**src/core/lichg_defines.svh**
```systemverilog
/*
  Offsets, field positions, reset values and timing counts of the charger control core.
  Assumes a 100 MHz pclk and a 32-bit APB with 12-bit byte addresses.
*/
`ifndef LICHG_DEFINES_SVH
`define LICHG_DEFINES_SVH

`define LICHG_CTRL_OFS 12'h000
`define LICHG_NTO_OFS 12'h004
`define LICHG_TTO_OFS 12'h008
`define LICHG_STAT_OFS 12'h00C

`define LICHG_CTRL_EN_BIT 0
`define LICHG_CTRL_MAINS_BIT 1
`define LICHG_CTRL_TERM41_BIT 2
`define LICHG_CTRL_RST 3'h3

`define LICHG_STAT_FAULT_BIT 3
`define LICHG_STAT_CHG_BIT 4
`define LICHG_STAT_OVP_BIT 5

`define LICHG_NTO_RST 32'h0100_0000
`define LICHG_TTO_RST 32'h0180_0000
`define LICHG_PRE_DIV 32'h0000_0003

`define LICHG_CLK_KHZ 100000
`define LICHG_RELAX_MS 2
`define LICHG_RELAX_CYC (`LICHG_RELAX_MS * `LICHG_CLK_KHZ)

`define LICHG_PCT_FULL 7'h64
`define LICHG_PCT_PRE 7'h0A
`define LICHG_PCT_OFF 7'h00

`endif

```
**src/core/lichg_pkg.sv**
```systemverilog
/*
  Types of the charger control core: states, comparator bundle, indicator bundle.
  Assumes nothing beyond a SystemVerilog compiler.
*/
package lichg_pkg;
  typedef enum logic [2:0] {
    ST_SUSP,
    ST_PRE,
    ST_FAST,
    ST_TOPOFF,
    ST_EOC,
    ST_FAULT
  } lichg_state_type;

  typedef struct packed {
    logic vbat_ge_2v8;
    logic vbat_ge_2v85;
    logic vbat_ge_3v6;
    logic vbat_ge_4v0;
    logic vbat_ge_term;
    logic vbat_le_recharge;
    logic vin_above_uvlo;
    logic vin_above_ovp;
    logic ichg_lt_10pct;
    logic ichg_lt_4pct;
    logic ccc_floating;
  } lichg_cmp_type;

  typedef struct packed {
    logic batt_level_hi_n;
    logic batt_level_lo_n;
    logic input_valid_n;
    logic overvolt_ind_n;
    logic chg_status_a_n;
    logic chg_status_b_n;
  } lichg_ind_type;
endpackage

```
**src/core/lichg_core.sv**
```systemverilog
/*
  Charge state machine, safety timers, power-switch control, open-drain indicators
  and APB register file of a single-cell lithium charger.
  Assumes the analog stage delivers comparator results as single bits and a
  thermal current fraction in percent; pins are resolved outside from the enables.
*/
// How it works
// - level indicators driven only while charging
// - indicators are open drain, sink when asserted
// - level pair from 2.8V, 3.6V, 4V comparators
// - input valid sinks between UVLO and OVP
// - OVP: valid high, overvolt low; UVLO: both high
// - above 6.9V input switch off, battery on
// - overvolt indicator sinks while above 6.9V
// - enable high gives normal operation
// - enable low: suspend, system from battery
// - constant current, then constant voltage at termination
// - floating current pin keeps charging disabled
// - cycle starts precondition, fast above 2.85V
// - precondition charges at ten percent
// - precondition timeout enters timeout fault
// - fast charge constant current until termination
// - fast timeout to end, restart after relax
// - top-off ends below 10 or 4 percent
// - top-off timeout to end, recharge at -175mV
// - end of charge: battery high impedance, monitored
// - leaving suspend resets timer, enters precondition
// - precondition timeout is one third normal
// - thermal current reduction stretches timers
// - status pair per state
`include "lichg_defines.svh"

module lichg_core #(
  parameter logic [31:0] NORMAL_TO_RST = `LICHG_NTO_RST,
  parameter logic [31:0] TOTAL_TO_RST = `LICHG_TTO_RST,
  parameter logic [31:0] RELAX_CYC = `LICHG_RELAX_CYC
) (
  // clock, reset, enable
  input wire logic pclk,
  input wire logic presetn,
  input wire logic ce,
  // apb slave
  input wire logic psel,
  input wire logic penable,
  input wire logic pwrite,
  input wire logic [11:0] paddr,
  input wire logic [31:0] pwdata,
  output logic [31:0] prdata,
  output logic pready,
  output logic pslverr,
  // analog stage
  input wire lichg_pkg::lichg_cmp_type cmp,
  input wire logic [6:0] thermal_pct,
  output logic input_switch_on,
  output logic battery_switch_on,
  output logic [6:0] chg_current_pct,
  output logic cv_mode,
  output logic batt_hiz,
  output logic term_sel_4v1,
  // open-drain indicators
  output lichg_pkg::lichg_ind_type ind_out,
  output lichg_pkg::lichg_ind_type ind_oe_n
);
  import lichg_pkg::*;

  lichg_cmp_type cmp_s1;
  lichg_cmp_type cmp_s;
  lichg_state_type state;
  logic [2:0] ctrl;
  logic [31:0] normal_to;
  logic [31:0] total_to;
  logic [31:0] tmr;
  logic [6:0] frac;
  logic [7:0] frac_sum;
  logic [31:0] relax_cnt;
  logic relax;
  logic enable;
  logic mains;
  logic vin_valid;
  logic run_ok;
  logic charging;
  logic [31:0] pre_lim;
  logic topoff_done;
  logic pre_expired;
  logic next_input_on;
  logic wr;
  logic rd_setup;
  logic mapped;

  // true while the cycle is in one of the charging states
  function automatic logic is_charging(input lichg_state_type s);
    return (s == ST_PRE) || (s == ST_FAST) || (s == ST_TOPOFF);
  endfunction

  assign enable = ctrl[`LICHG_CTRL_EN_BIT];
  assign mains = ctrl[`LICHG_CTRL_MAINS_BIT];
  // valid window between lockout and overvoltage
  assign vin_valid = cmp_s.vin_above_uvlo & ~cmp_s.vin_above_ovp;
  // enable, pin and input all good for normal run
  assign run_ok = enable & ~cmp_s.ccc_floating & vin_valid;
  assign charging = is_charging(state);
  // precondition limit is a third of normal
  assign pre_lim = normal_to / `LICHG_PRE_DIV;
  assign pre_expired = tmr >= pre_lim;
  // end threshold picked by mains flag
  assign topoff_done = mains ? cmp_s.ichg_lt_10pct : cmp_s.ichg_lt_4pct;
  assign frac_sum = {1'b0, frac} + {1'b0, thermal_pct};

  // two-stage synchroniser, first stage read only by second
  always_ff @(posedge pclk or negedge presetn)
  begin
    if (!presetn)
    begin
      cmp_s1 <= '0;
      cmp_s <= '0;
    end
    else if (ce)
    begin
      cmp_s1 <= cmp;
      cmp_s <= cmp_s1;
    end
  end

  // apb access decode; zero wait states, read data caught in setup
  assign wr = psel & penable & pwrite & ce;
  assign rd_setup = psel & ~penable & ~pwrite & ce;
  assign mapped = (paddr == `LICHG_CTRL_OFS) || (paddr == `LICHG_NTO_OFS) ||
                  (paddr == `LICHG_TTO_OFS) || (paddr == `LICHG_STAT_OFS);
  assign pready = ce;
  assign pslverr = psel & penable & ~mapped;

  always_ff @(posedge pclk or negedge presetn)
  begin
    if (!presetn)
    begin
      ctrl <= `LICHG_CTRL_RST;
      normal_to <= NORMAL_TO_RST;
      total_to <= TOTAL_TO_RST;
    end
    else if (wr)
    begin
      if (paddr == `LICHG_CTRL_OFS)
        ctrl <= pwdata[2:0];
      if (paddr == `LICHG_NTO_OFS)
        normal_to <= pwdata;
      if (paddr == `LICHG_TTO_OFS)
        total_to <= pwdata;
    end
  end

  always_ff @(posedge pclk or negedge presetn)
  begin
    if (!presetn)
      prdata <= 32'h0000_0000;
    else if (rd_setup)
    begin
      prdata <= 32'h0000_0000;
      if (paddr == `LICHG_CTRL_OFS)
        prdata <= {29'h0000_0000, ctrl};
      if (paddr == `LICHG_NTO_OFS)
        prdata <= normal_to;
      if (paddr == `LICHG_TTO_OFS)
        prdata <= total_to;
      if (paddr == `LICHG_STAT_OFS)
        prdata <= {26'h000_0000, cmp_s.vin_above_ovp, charging,
                   state == ST_FAULT, state};
    end
  end

  // timer advances by delivered current fraction, so reduction stretches it
  // timer cleared outside charging, so each cycle starts from zero
  always_ff @(posedge pclk or negedge presetn)
  begin
    if (!presetn)
    begin
      tmr <= 32'h0000_0000;
      frac <= 7'h00;
    end
    else if (ce)
    begin
      if (!charging)
      begin
        tmr <= 32'h0000_0000;
        frac <= 7'h00;
      end
      else if (frac_sum >= {1'b0, `LICHG_PCT_FULL})
      begin
        frac <= 7'(frac_sum - {1'b0, `LICHG_PCT_FULL});
        if (tmr != 32'hFFFF_FFFF)
          tmr <= tmr + 32'h0000_0001;
      end
      else
        frac <= frac_sum[6:0];
    end
  end

  // relax interval counted only in end of charge
  always_ff @(posedge pclk or negedge presetn)
  begin
    if (!presetn)
      relax_cnt <= 32'h0000_0000;
    else if (ce)
    begin
      if (state == ST_EOC && relax)
        relax_cnt <= relax_cnt + 32'h0000_0001;
      else
        relax_cnt <= 32'h0000_0000;
    end
  end

  always_ff @(posedge pclk or negedge presetn)
  begin
    if (!presetn)
    begin
      state <= ST_SUSP;
      relax <= 1'b0;
    end
    else if (ce)
    begin
      // enable low or no valid input forces suspend
      // fault also left only through suspend
      if (!run_ok)
        state <= ST_SUSP;
      else
      begin
        unique case (state)
          ST_SUSP:
            state <= ST_PRE;
          ST_PRE:
          begin
            // expiry while low marks a damaged cell
            if (cmp_s.vbat_ge_2v85)
              state <= ST_FAST;
            else if (pre_expired)
              state <= ST_FAULT;
          end
          ST_FAST:
          begin
            // termination voltage hands over to top-off
            if (cmp_s.vbat_ge_term)
              state <= ST_TOPOFF;
            else if (tmr >= normal_to)
            begin
              state <= ST_EOC;
              relax <= 1'b1;
            end
          end
          ST_TOPOFF:
          begin
            if (topoff_done || tmr >= total_to)
            begin
              state <= ST_EOC;
              relax <= 1'b0;
            end
          end
          ST_EOC:
          begin
            // restart on 175mV droop, or after relax
            if (relax ? (relax_cnt >= RELAX_CYC - 32'h0000_0001)
                      : cmp_s.vbat_le_recharge)
              state <= ST_PRE;
          end
          ST_FAULT:
            state <= ST_FAULT;
        endcase
      end
    end
  end

  // overvoltage moves the load to the battery
  // suspend by enable low does the same; floating pin suspend keeps the input switch on
  assign next_input_on = vin_valid & enable;

  always_ff @(posedge pclk or negedge presetn)
  begin
    if (!presetn)
    begin
      input_switch_on <= 1'b0;
      battery_switch_on <= 1'b1;
      chg_current_pct <= `LICHG_PCT_OFF;
      cv_mode <= 1'b0;
      batt_hiz <= 1'b1;
      term_sel_4v1 <= 1'b0;
    end
    else if (ce)
    begin
      input_switch_on <= next_input_on;
      battery_switch_on <= ~next_input_on;
      term_sel_4v1 <= ctrl[`LICHG_CTRL_TERM41_BIT];
      // full current in constant current, then voltage loop
      if (state == ST_PRE)
        chg_current_pct <= `LICHG_PCT_PRE;
      else if (state == ST_FAST || state == ST_TOPOFF)
        chg_current_pct <= `LICHG_PCT_FULL;
      else
        chg_current_pct <= `LICHG_PCT_OFF;
      cv_mode <= state == ST_TOPOFF;
      // no charge path outside charging states
      batt_hiz <= ~charging;
    end
  end

  // open drain, data always low, enable low sinks
  assign ind_out = '0;

  always_ff @(posedge pclk or negedge presetn)
  begin
    if (!presetn)
      ind_oe_n <= '1;
    else if (ce)
    begin
      // level pair active only while charging
      // hi sinks below 3.6V, lo sinks below 2.8V or 3.6V to 4V
      ind_oe_n.batt_level_hi_n <= ~(charging & ~cmp_s.vbat_ge_3v6);
      ind_oe_n.batt_level_lo_n <= ~(charging & (~cmp_s.vbat_ge_2v8 |
                                  (cmp_s.vbat_ge_3v6 & ~cmp_s.vbat_ge_4v0)));
      // valid floats outside window, overvolt floats elsewhere
      ind_oe_n.input_valid_n <= ~vin_valid;
      ind_oe_n.overvolt_ind_n <= ~cmp_s.vin_above_ovp;
      // a sinks in all charging states, b in precondition only
      ind_oe_n.chg_status_a_n <= ~charging;
      ind_oe_n.chg_status_b_n <= ~(state == ST_PRE);
    end
  end
endmodule

```
**config.mk**
```make
export PLATFORM = sky130hd
export DESIGN_NAME = lichg_core
export DESIGN_NICKNAME = d
export VERILOG_FILES = /design/src/core/lichg_pkg.sv /design/src/core/lichg_core.sv
export VERILOG_INCLUDE_DIRS = /design/src /design/src/core
export SDC_FILE = /design/constraint.sdc
export NUM_CORES = 1
export LEC_CHECK = 0
export BUFFER_PORTS_ARGS = -buffer_cell sky130_fd_sc_hd__buf_2
export CORE_ASPECT_RATIO = 1.25
export CORE_MARGIN = 2
export CORE_UTILIZATION = 30
export DETAILED_ROUTE_END_ITERATION = 16
export HOLD_SLACK_MARGIN = 0.05
export PLACE_DENSITY_LB_ADDON = 0.12
export SETUP_SLACK_MARGIN = 0.1
export SLEW_MARGIN = 20
export SYNTH_ARGS = -nofsm -noshare
export SYNTH_HDL_FRONTEND = slang
export SYNTH_SLANG_ARGS = --single-unit
```
**constraint.sdc**
```tcl
create_clock -name pclk -period 19.5 [get_ports pclk]
set_input_delay 0 -clock pclk [delete_from_list [all_inputs] [get_ports pclk]]
set_output_delay 0 -clock pclk [all_outputs]
set_load 0.03 [all_outputs]
```
[Word level (Yosys, flattened, before mapping)]
Cells that the tools add are included.
Storage, ports and cells
  flip-flop bits (word level): 213
  bits in latches: 0
  memory bits (writable): 0
  memory bits (read-only): 0
  bits of input ports: 68
  output and inout bits: 58
  logic and storage cells: 142
  memories kept: 0
Operators by class
  add/sub/neg operators: 4
  multiply operators: 0
  div/mod/pow operators: 1
  magnitude comparators: 5
  equal/unequal tests: 18
  shift operators: 0
  mux-type cells: 26
  bitwise logic cells: 29
  reduce and logical (&&, ||, !) cells: 17
Operator list (number)
  $mux 32: 7
  $ge 32x32->1: 3
  $add 32x1->32 const B: 2
  $div 32x2->32 const B: 1
  $ge 32x18->1 const B: 1
  $ne 32x32->1 const B: 1
  $mux 7: 4
  $eq 12x4->1 const B: 2
  $mux 3: 8
  $pmux 3 s6: 1
  $and 1x1->1: 14
  $not 1->1: 14
  $eq 12x3->1 const B: 1
  $logic_not 12->1: 1
  $add 7x7->8: 1
  $ge 8x7->1 const B: 1
  $ne 4x4->1 const B: 2
  $logic_or 1x1->1: 7
  $sub 7x7->7 const B: 1
  $eq 3x2->1 const B: 2
  $eq 3x3->1 const B: 2
  $ne 2x2->1 const B: 3
  $reduce_and 2->1: 3
  $reduce_and 6->1: 1
  other kinds (12): 17

[Logic depth before layout (Yosys ltp)]
Gate-level depths: netlist (run 1).
  word-level depth: 6
  depth in mapped cells: 56
  mapped depth without buffers: 50

[Worst setup path before layout (run 1)]
Ideal clock, no wire load.
  kind: register -> register
  start point: register normal_to[30]
  end point: register state[0]
  setup time: 0.101 ns
  data arrival time: 11.013 ns
  data required time: 19.399 ns
  setup slack: 8.386 ns
  cell stages (with the launch flop): 56
  buffers on the path: 6
  clock period less this slack: 11.114 ns
  cells stage by stage: dfrtp_1 > buf_2 > or3b_1 > nand3_2 > a32o_1 > nor3_2 > o211ai_1 > and4_1 > buf_4 > o211ai_1 > or4b_1 > a21o_1 > and2_4 > buf_6 > a221o_1 > or3_1 > buf_2 > a32oi_2 > (+20 left out) > a21o_1 > a21o_1 > a21o_1 > a21o_1 > a21o_1 > a21o_1 > a21o_1 > a21o_1 > a21o_1 > a21o_1 > a21oi_1 > o21ai_0 > a221oi_1 > o21ai_0 > o41ai_1 > a211oi_1 > a31o_2 > o32ai_1
On the way
  longest elaborated chain between the ends: 4
  elaborated cells on any way between the ends: 6
  those cells by class: div (1); order compare (2); eq/ne (2); reduce/logical (1)
Ends and longest elaborated chain
  start: declaration: RTL line lichg_core.sv:70  | logic [31:0] normal_to;
  start signal: assignment: RTL line lichg_core.sv:145  | normal_to <= pwdata;
  $div 32x2->32 (no line)
  $ge 32x32->1: RTL line lichg_core.sv:104  | assign pre_expired = tmr >= pre_lim;
  $ne 4x4->1 (no line)
  $reduce_and 5->1 (no line) *
  end signal: assignment: RTL line lichg_core.sv:215  | state <= ST_SUSP;
  end signal: assignment: RTL line lichg_core.sv:223  | state <= ST_SUSP;
  end signal: assignment: RTL line lichg_core.sv:228  | state <= ST_PRE;
  end: declaration: RTL line lichg_core.sv:68  | lichg_state_type state;
Mark *: on every way between the ends. The rest lies on a longest branch, timed or not.
A chain may end at the register's enable or synchronous reset.

[Worst setup path in the final report (run 1)]
  start point: register normal_to[31]
  end point: register state[0]
Same word-level chain as after synthesis.

==> results of run 1 <==
-- state kept, by name (all words and copies together) (netlist names) --
| register | count |
|---|---|
| battery_switch_on | 1 |
| normal_to | 32 |
| frac | 7 |
| ctrl | 3 |
| relax | 1 |
| relax_cnt | 32 |
| state | 3 |
| cmp_s | 11 |
| prdata | 32 |
| ind_oe_n | 6 |
| term_sel_4v1 | 1 |
| input_switch_on | 1 |
| cmp_s1 | 11 |
| cv_mode | 1 |
| tmr | 32 |
| chg_current_pct | 2 |
| total_to | 32 |
-- worst paths after layout --
| check | depth (start not counted) | slack, ps | to |
|---|---|---|---|
| hold reg to reg | 2 | 470 | ind_oe_n[2]$_DFFE_PN1P_ |
| setup / recovery | 50 | 6030 | state[0]$_DFFE_PN0P_ |
| hold / removal | 4 | 80 | prdata[5]$_DFFE_PN0P_ |
| min in group asynchronous | 3 | 520 | tmr[7]$_DFFE_PN0P_ |
| setup reg to reg | 50 | 6030 | state[0]$_DFFE_PN0P_ |
| max in group asynchronous | 4 | 17330 | normal_to[2]$_DFFE_PN0P_ |
-- logic make-up after synthesis --
| kind of cell | Yosys count |
|---|---|
| compound gates | 446 |
| xor+xnor | 74 |
| fa+ha+maj | 108 |
| buf+inv | 203 |
| flops | 208 |
| mux | 76 |
| other cells | 1 |
| simple gates | 626 |
-- cell usage after synthesis, drive strengths merged, types with 34 or more instances --
master / n / area share
a21o: 51 / 0.025
nor2: 204 / 0.051
clkbuf: 78 / 0.019
mux2: 60 / 0.045
nor3: 35 / 0.012
xor2: 47 / 0.028
inv: 87 / 0.022
a21oi: 73 / 0.025
nand2: 165 / 0.041
buf: 34 / 0.015
ha: 107 / 0.088
nand3: 59 / 0.020
o21ai: 107 / 0.035
dfrtp: 196 / 0.32
-- worst reg2reg max path, delay by kind of cell, from the launching register on --
| kind | cells | cell delay [ps] |
|---|---|---|
| muxes | 2 | 800 |
| DFF | 1 | 750 |
| adders and majority gates | 2 | 520 |
| AOI/OAI and AO/OA | 39 | 9190 |
| buffers and inverters | 2 | 630 |
| and+or+nand+nor | 5 | 1500 |
-- power breakdown --
group	leakage (nW)	internal [W]	switching (W)
Sequential	2.61	0.000449	0.0000101
Clock	0.455	0.000319	0.000203
Combinational	4.88	0.0000408	0.0000690
Total	7.95	0.000809	0.000282
-- what timing repair did --
action / 4_1_cts / 5_1_grt
resized for setup: 0 / 0
hold endpoints to repair: 169 / 0
hold buffers: 56 / 0
setup buffers: 0 / 0
-- cells in the final DEF (no fill, tap or decap), drive strengths merged, types with 38 or more instances in the layout --
cell         netlist  routed
nor2             204     204
dfrtp            196     196
nand2            165     165
buf               34     129
ha               107     107
o21ai            107     107
inv               87      88
a21oi             73      73
mux2              60      60
nand3             59      59
dlygate4sd3        0      56
a21o              51      51
xor2              47      47
clkbuf            78      38
-- layer usage --
layer,vias to the layer above,global-route usage,part of all wire
met3,49,0.02203,0.038
met5,-,0,0.00017
met2,234,0.3208,0.49
met4,2,0.03659,0.015
li1,6551,-,-
met1,6489,0.2285,0.45
-- layout make-up --
cell class	count	area (sq um)	share of cell area
multi-input combinational	1338	9129	0.5159
antenna	2	5.005	0.0002828
inverter	91	341.6	0.01930
tap	658	823.3	0.04652
sequential	208	5220	0.2950
clock buffer	38	785.8	0.04440
timing repair buffer	185	1246	0.07042
clock inverter	10	145.1	0.008202
-- metrics by stage --
step	util	instance area (sq um)
after floorplan	-	15160
after global placement	0.3227	16200
after detailed placement	0.3227	16200
after CTS	0.3525	17690
after global routing	0.3525	17690
final	0.3526	17700
==> impl_metrics.json, run 1 <==
{
  "ir_worst_vdd_v": 0.00006799,
  "r2r_start": "normal_to[31]$_DFFE_PN0P_",
  "synth_area_per_cell_sq_um": 8.687,
  "maxSlewViolCount": 0,
  "drc": 0,
  "critPathLaunchType": "register",
  "gp_congestion": 0.8474,
  "synth_top_family_by_area": "compound AO/OA/AOI/OAI gates",
  "ys.flop_type": "dfrtp_1",
  "arrival_ps": 13920,
  "grt_pass1_vias": 13370,
  "drt_wl_total_microns": 46280,
  "synthesis.area_sq_um": 15130,
  "htreeDepth": 1,
  "nets": 2026,
  "io_pins": 126,
  "cp.required_ps": 19950,
  "dp_cells": 2424,
  "die_area_sq_um": 52270,
  "period_needed_ps": 13470,
  "p_per_area_nw_per_um2": 61.65,
  "synth_xor_area_frac": 0.04332,
  "cts_buffers": 26,
  "crit_fanout": 20,
  "end_kind": "register",
  "grt_pass1_wl_microns": 74980,
  "crit_family": "compound AO/OA/AOI/OAI gates",
  "clock_latency_ps": 560,
  "async_flop_share": 1.000,
  "tightest_slew_ps": 1035,
  "clk_pin_slew_worst_paths_ps": 60,
  "start_util": 0.3015,
  "status": "finished, final reports clean",
  "place_ws_ps": 6108,
  "finalCritPeriodShare": 0.6906,
  "yosysWarnings": 0,
  "cp_slowest_cell": "dfrtp_1",
  "drt_iter0_drc": 682,
  "cap_violations": 0,
  "yosys.area_share.simple": 0.1970,
  "core.rowCount": 92,
  "worstSetupPathType": "register to register",
  "fin_tns_setup_ps": 0,
  "viasPerCell": 5.267,
  "yosys.cell_types.count": 100,
  "slew_headroom": 0.3088,
  "path_buf_inv": 2,
  "setup_viol": 0,
  "gr-usage-all-layers": 0.1783,
  "routed-via-count": 13330,
  "synth_edf_count": 0,
  "grt-ovfl-total": 0,
  "synthAdderAreaFrac": 0.08979,
  "root_buffer": "clkbuf_16",
  "n_fill_cell": 5283,
  "cpPeakStageDelay_ps": 750,
  "die_x_microns": 204.9,
  "muxShareOfSynthArea": 0.05771,
  "cts_tree": "built",
  "hold_viol": 0,
  "synth-seq-cells": 208,
  "core_area_sq_um": 50190,
  "skew_ps": 11.35,
  "rsz0062_at_grt": "no",
  "hp-start": "paddr[0]",
  "drive_gt1_frac": 0.1540,
  "crit_path_start": "normal_to[31]$_DFFE_PN0P_",
  "hold_class": "input pin to register",
  "clock-sinks": 208,
  "die_y_microns": 255.1,
  "grt_max_degree": 71,
  "dp_hpwl_microns": 32980,
  "port_buffers": 117,
  "finalWorstSetupSlack_ps": 6034,
  "cts_buffer_depth": 3,
  "power_leakage_nw": 7.950,
  "area_growth_pct": 16.93,
  "drtPass1Iterations": 5,
  "final-instance-count-excl-fill": 2530,
  "timing.critical_path.mode_cell": "a21o_1",
  "max_freq_ghz": 0.07426,
  "ant_nets": 0,
  "holdWs_ps": 81.96,
  "ys_seq_area_frac": 0.3449,
  "power_w": 0.001091,
  "synth_compound_area_frac": 0.2100,
  "wire_per_inst_microns": 18.29,
  "synth_cells": 1742,
  "antenna_found_initial": 1
}
(Power assumes the default switching activity.)
==> inputs of run 2 (changes only) <==
Settings changed: ABC_AREA set to 1.
Clock period 19.5 ns to 13.05 ns, I/O delays scaled along.
==> run 2 against run 1 <==
  * Register-to-register slack lost 3200 ps
  * Hold slack worse by 7.6 ps
  * Synthesized cell count decreased by 2.3%
  * Final cell count down 2.3%
  * Critical path depth grew 35
  * Critical endpoint is now state[2]$_DFFE_PN0P_
  * Largest cell class unchanged
  * Largest power group unchanged
==> impl_metrics.json, run 2 <==
{
  "status": "finished, final reports clean",
  "holdWs_ps": 74.38,
  "period_needed_ps": 10190,
  "rsz0062_at_grt": "no",
  "cts_setup_buffers": 0,
  "gp_congestion": 0.8245,
  "die_y_microns": 238.3,
  "async_flop_share": 1.000,
  "hold_class": "input pin to asynchronous set/reset pin",
  "hold_buffers": 68,
  "area_growth_pct": 21.43,
  "root_buffer": "clkbuf_16",
  "cts_resized": 0,
  "hold_viol": 0,
  "cpPeakStageDelay_ps": 420,
  "synth_area_per_cell_sq_um": 7.738,
  "ant_nets": 0,
  "cap_violations": 0,
  "drt_wl_total_microns": 37940,
  "drt_iter0_drc": 616,
  "viasPerCell": 4.755,
  "synth_cells": 1702,
  "dp_hpwl_microns": 28370,
  "ys_seq_area_frac": 0.3964,
  "yosys.cell_types.count": 53,
  "yosysMostFrequentCell": "nand2_1",
  "grt_pass1_wl_microns": 62310,
  "cp_slowest_cell": "dfrtp_1",
  "cts_tree": "built",
  "drc": 0,
  "gr-usage-all-layers": 0.1703,
  "cts_buffer_depth": 3,
  "clk_pin_slew_worst_paths_ps": 60,
  "clock_latency_ps": 550,
  "slew_headroom": 0.4209,
  "io_pins": 126,
  "synthesis.area_sq_um": 13170,
  "wire_per_inst_microns": 15.35,
  "port_buffers": 117,
  "drtPass1Iterations": 5,
  "crit_fanout": 6,
  "worstSetupPathType": "register to register",
  "yosysTopAreaCellShare": 0.3724,
  "core_area_sq_um": 43180,
  "ys.flop_type": "dfrtp_1",
  "htreeDepth": 1,
  "cp.required_ps": 13500,
  "yosysWarnings": 0,
  "cts_buffers": 27,
  "arrival_ps": 10640,
  "yosys-top-cells-area": "dfrtp_1, nand2_1, ha_1, inv_1, o21ai_0",
  "fin_tns_setup_ps": 0,
  "routed-via-count": 11760,
  "timing.critical_path.mode_cell": "nand2_2",
  "drive_gt1_frac": 0.1396,
  "finalCritPeriodShare": 0.7809,
  "yosysTopAreaCell": "dfrtp_1",
  "grt_pass1_vias": 11790,
  "setup_viol": 0,
  "p_per_area_nw_per_um2": 97.99,
  "start_util": 0.3050,
  "power_leakage_nw": 7.651,
  "synth-seq-cells": 208,
  "synth_edf_count": 0,
  "tightest_slew_ps": 868.6,
  "grt-ovfl-total": 0,
  "maxSlewViolCount": 0,
  "core.rowCount": 85,
  "layout_common_cells": "nand2_1, inv_1, dfrtp_1",
  "antenna_found_initial": 1,
  "ir_worst_vdd_v": 0.00008163,
  "reg2reg_slack_ps": 2860,
  "end_kind": "register",
  "die_area_sq_um": 45600,
  "netlist_top_cells_count": "nand2_1, inv_1, dfrtp_1",
  "final_common_cell": "nand2_1",
  "critPathLaunchType": "register",
  "nets": 2061,
  "die_x_microns": 191.4,
  "max_freq_ghz": 0.09813,
  "clock-sinks": 208,
  "grt_max_degree": 102,
  "power_w": 0.001567,
  "ff2ff_path_depth": 85,
  "skew_ps": 9.960
}
## run 2: final timing paths
path,start,end
min in group pclk,paddr[10],prdata[2]$_DFFE_PN0P_
worst min-delay path,presetn,cmp_s[2]$_DFFE_PN0P_
max in group asynchronous,presetn,tmr[14]$_DFFE_PN0P_
worst min register to register,ind_oe_n[0]$_DFFE_PN1P_,ind_oe_n[0]$_DFFE_PN1P_
worst max register to register,normal_to[30]$_DFFE_PN0P_,state[2]$_DFFE_PN0P_
worst max-delay path,normal_to[30]$_DFFE_PN0P_,state[2]$_DFFE_PN0P_
## run 2: where the power goes
part	internal, W	leakage, nW	total, W	switching (W)
Combinational	0.0000349	4.37	0.0000964	0.0000614
Clock	0.000512	0.463	0.000808	0.000297
Sequential	0.000656	2.82	0.000662	0.00000605
## run 2: worst max-delay path, delay by kind of cell (launching register included)
kind,cells,cell delay (ps)
AOI/OAI and AO/OA,34,4790
and+or+nand+nor,42,3950
adders and majority gates,2,500
DFF,1,420
buffers and inverters,7,410
## run 2: cell type report
type / count / area [sq um]
antenna: 1 / 2.502
clock buffer: 38 / 737.0
clock inverter: 12 / 220.2
fill: 4598 / 27190
inverter: 266 / 998.5
multi-input combinational: 1187 / 6756
sequential: 208 / 5220
tap: 565 / 706.9
timing repair buffer: 195 / 1351
## run 2: logic make-up (layout without fill, tap and decap cells)
kind of cell | after synthesis | in the layout | share of synthesized area
and+or+nand+nor | 671 | 671 | 0.2167
buffers and inverters | 314 | 511 | 0.09320
other | 1 | 9 | 0.0002847
adders and majority gates | 108 | 108 | 0.1032
xor gates and xnor gates | 8 | 8 | 0.005320
DFF | 208 | 208 | 0.3964
AOI/OAI and AO/OA | 392 | 392 | 0.1850
## run 2: per-stage QoR
stage	instances	instance area [sq um]	util	worst slack (ps)
finish	2472	15990	0.3704	2859
global route	2472	15990	0.3704	1412
CTS	2471	15990	0.3703	2834
detailed placement	2353	14350	0.3324	2896
global placement	2353	14350	0.3324	3279
floorplan	1709	13200	-	4174
## run 2: metal layers
metal,track usage,part of all wire,vias to the layer above
met1,0.2143,0.45,5509
met4,0.03706,0.016,0
met3,0.02294,0.034,35
met5,0,0,-
met2,0.3073,0.50,177
li1,-,-,6034
==> inputs of run 3 (changes only) <==
Clock period 13.05 ns to 8.67 ns, I/O delays scaled along.
==> run 3 against run 2 <==
  * The flow now finishes with violations (negative setup slack)
  * Combinational power increased by 54%
  * Clock skew increased by 3.1 ps
  * Worst setup slack got worse by 4200 ps
  * Critical endpoint unchanged
==> impl_metrics.json, run 3 (synthesized netlist as in run 2, its figures left out) <==
{
  "setup_viol": 3,
  "layout_common_cells": "nand2_1, inv_1, dfrtp_1",
  "skew_ps": 13.09,
  "cts_tree": "built",
  "max_freq_ghz": 0.09966,
  "worstSetupPathType": "register to register",
  "die_y_microns": 238.3,
  "critPathLaunchType": "register",
  "final_common_cell": "nand2_1",
  "violations": "negative setup slack",
  "finalWorstSetupSlack_ps": -1364,
  "cp.required_ps": 9110,
  "holdWs_ps": 76.23,
  "status": "complete, but fails checks",
  "period_needed_ps": 10030,
  "grt_pass1_wl_microns": 62730,
  "nets": 2127,
  "htreeDepth": 1,
  "grt-ovfl-total": 0,
  "power_w": 0.002223,
  "clock_latency_ps": 540,
  "drt_wl_total_microns": 38690,
  "drt_iter0_drc": 438,
  "port_buffers": 117,
  "p_per_area_nw_per_um2": 133.0,
  "antenna_found_initial": 0,
  "crit_fanout": 6,
  "diodes": 0,
  "cpPeakStageDelay_ps": 420,
  "drc": 0,
  "fin_tns_setup_ps": -4058,
  "cap_violations": 0,
  "gr-usage-all-layers": 0.1709,
  "gp_congestion": 0.8340,
  "reg2reg_slack_ps": -1360,
  "io_pins": 126,
  "maxSlewViolCount": 0,
  "clk_pin_slew_worst_paths_ps": 60,
  "drive_gt1_frac": 0.2077,
  "drtPass1Iterations": 6,
  "grt_pass1_vias": 12110,
  "die_x_microns": 191.4,
  "die_area_sq_um": 45600,
  "dp_cells": 2404,
  "cp_slowest_cell": "dfrtp_1",
  "slew_headroom": 0.3757,
  "arrival_ps": 10480,
  "wire_per_inst_microns": 15.27,
  "core.rowCount": 85,
  "clock-sinks": 208,
  "hold_viol": 0,
  "rsz0062_at_grt": "yes",
  "power_leakage_nw": 7.943,
  "ant_nets": 0,
  "crit_family": "compound AO/OA/AOI/OAI gates",
  "ir_worst_vdd_v": 0.0001150,
  "cts_buffers": 26,
  "tightest_slew_ps": 936.5,
  "finalCritPeriodShare": 1.157,
  "grt_max_degree": 70,
  "routed-via-count": 12000,
  "root_buffer": "clkbuf_16",
  "core_area_sq_um": 43180,
  "cts_buffer_depth": 3,
  "timing.critical_path.mode_cell": "nand2_2",
  "start_util": 0.3050,
  "area_growth_pct": 26.89,
  "hold_class": "input pin to register",
  "path_buf_inv": 3,
  "dp_hpwl_microns": 28800,
  "final-instance-count-excl-fill": 2534,
  "viasPerCell": 4.736,
  "end_kind": "register"
}
-- run 3: final cells by class --
cell class              count  area [sq um]
fillers                  4499         26470
multi-input cells        1187          7099
flip-flops and latches    208          5220
repair buffers            262          1852
inverters                 266         998.5
clock buffers              36         729.5
well taps                 565         706.9
clock inverters            10         105.1
-- run 3: power by group --
group	switching, W	internal (W)	total, W	leakage, nW
logic	0.0000937	0.0000541	0.000148	4.72
clock network	0.000436	0.000644	0.00108	0.407
registers	0.00000833	0.000988	0.000996	2.82
total	0.000538	0.00169	0.00222	7.94
-- run 3: stage by stage --
stage,area [sq um],utilization,setup slack [ps]
final,16710,0.3870,-1364
after CTS,16350,0.3787,-1285
after global routing,16710,0.3870,-2414
after global placement,14760,0.3419,-968.1
after detailed placement,14760,0.3419,-1333
after floorplan,13220,-,-159.9
-- run 3: path summary, 6_finish.rpt --
check,start,to,cells after the start
setup / recovery,normal_to[30]$_DFFE_PN0P_,state[2]$_DFFE_PN0P_,82
hold / removal,thermal_pct[6],frac[6]$_DFFE_PN0P_,5
setup reg to reg,normal_to[30]$_DFFE_PN0P_,state[2]$_DFFE_PN0P_,82
hold reg to reg,ind_oe_n[0]$_DFFE_PN1P_,ind_oe_n[0]$_DFFE_PN1P_,2
max in group asynchronous,presetn,normal_to[18]$_DFFE_PN0P_,4
min in group asynchronous,presetn,cmp_s[9]$_DFFE_PN0P_,3
-- run 3: layer usage --
layer  share of wire  track usage  up-vias
met4           0.021      0.04662        0
met2            0.50       0.3098      177
met3           0.033      0.01941       48
met1            0.44       0.2123     5614
li1                -            -     6161
met5               0            0        -
-- run 3: worst min-delay path, delay by kind of cell --
family | cells | cell delay (ps)
buf+inv | 1 | 90
xor+xnor | 1 | 90
fa+ha+maj | 1 | 160
compound gates | 2 | 220
-- run 3: what timing repair did --
| item | CTS | global route |
|---|---|---|
| pin swaps | 13 | 28 |
| gates resized for setup | 10 | 76 |
| setup buffers | 4 | 11 |
| setup endpoints to repair | 3 | 3 |
| hold buffers | 69 | 0 |
| hold endpoints to repair | 167 | 0 |
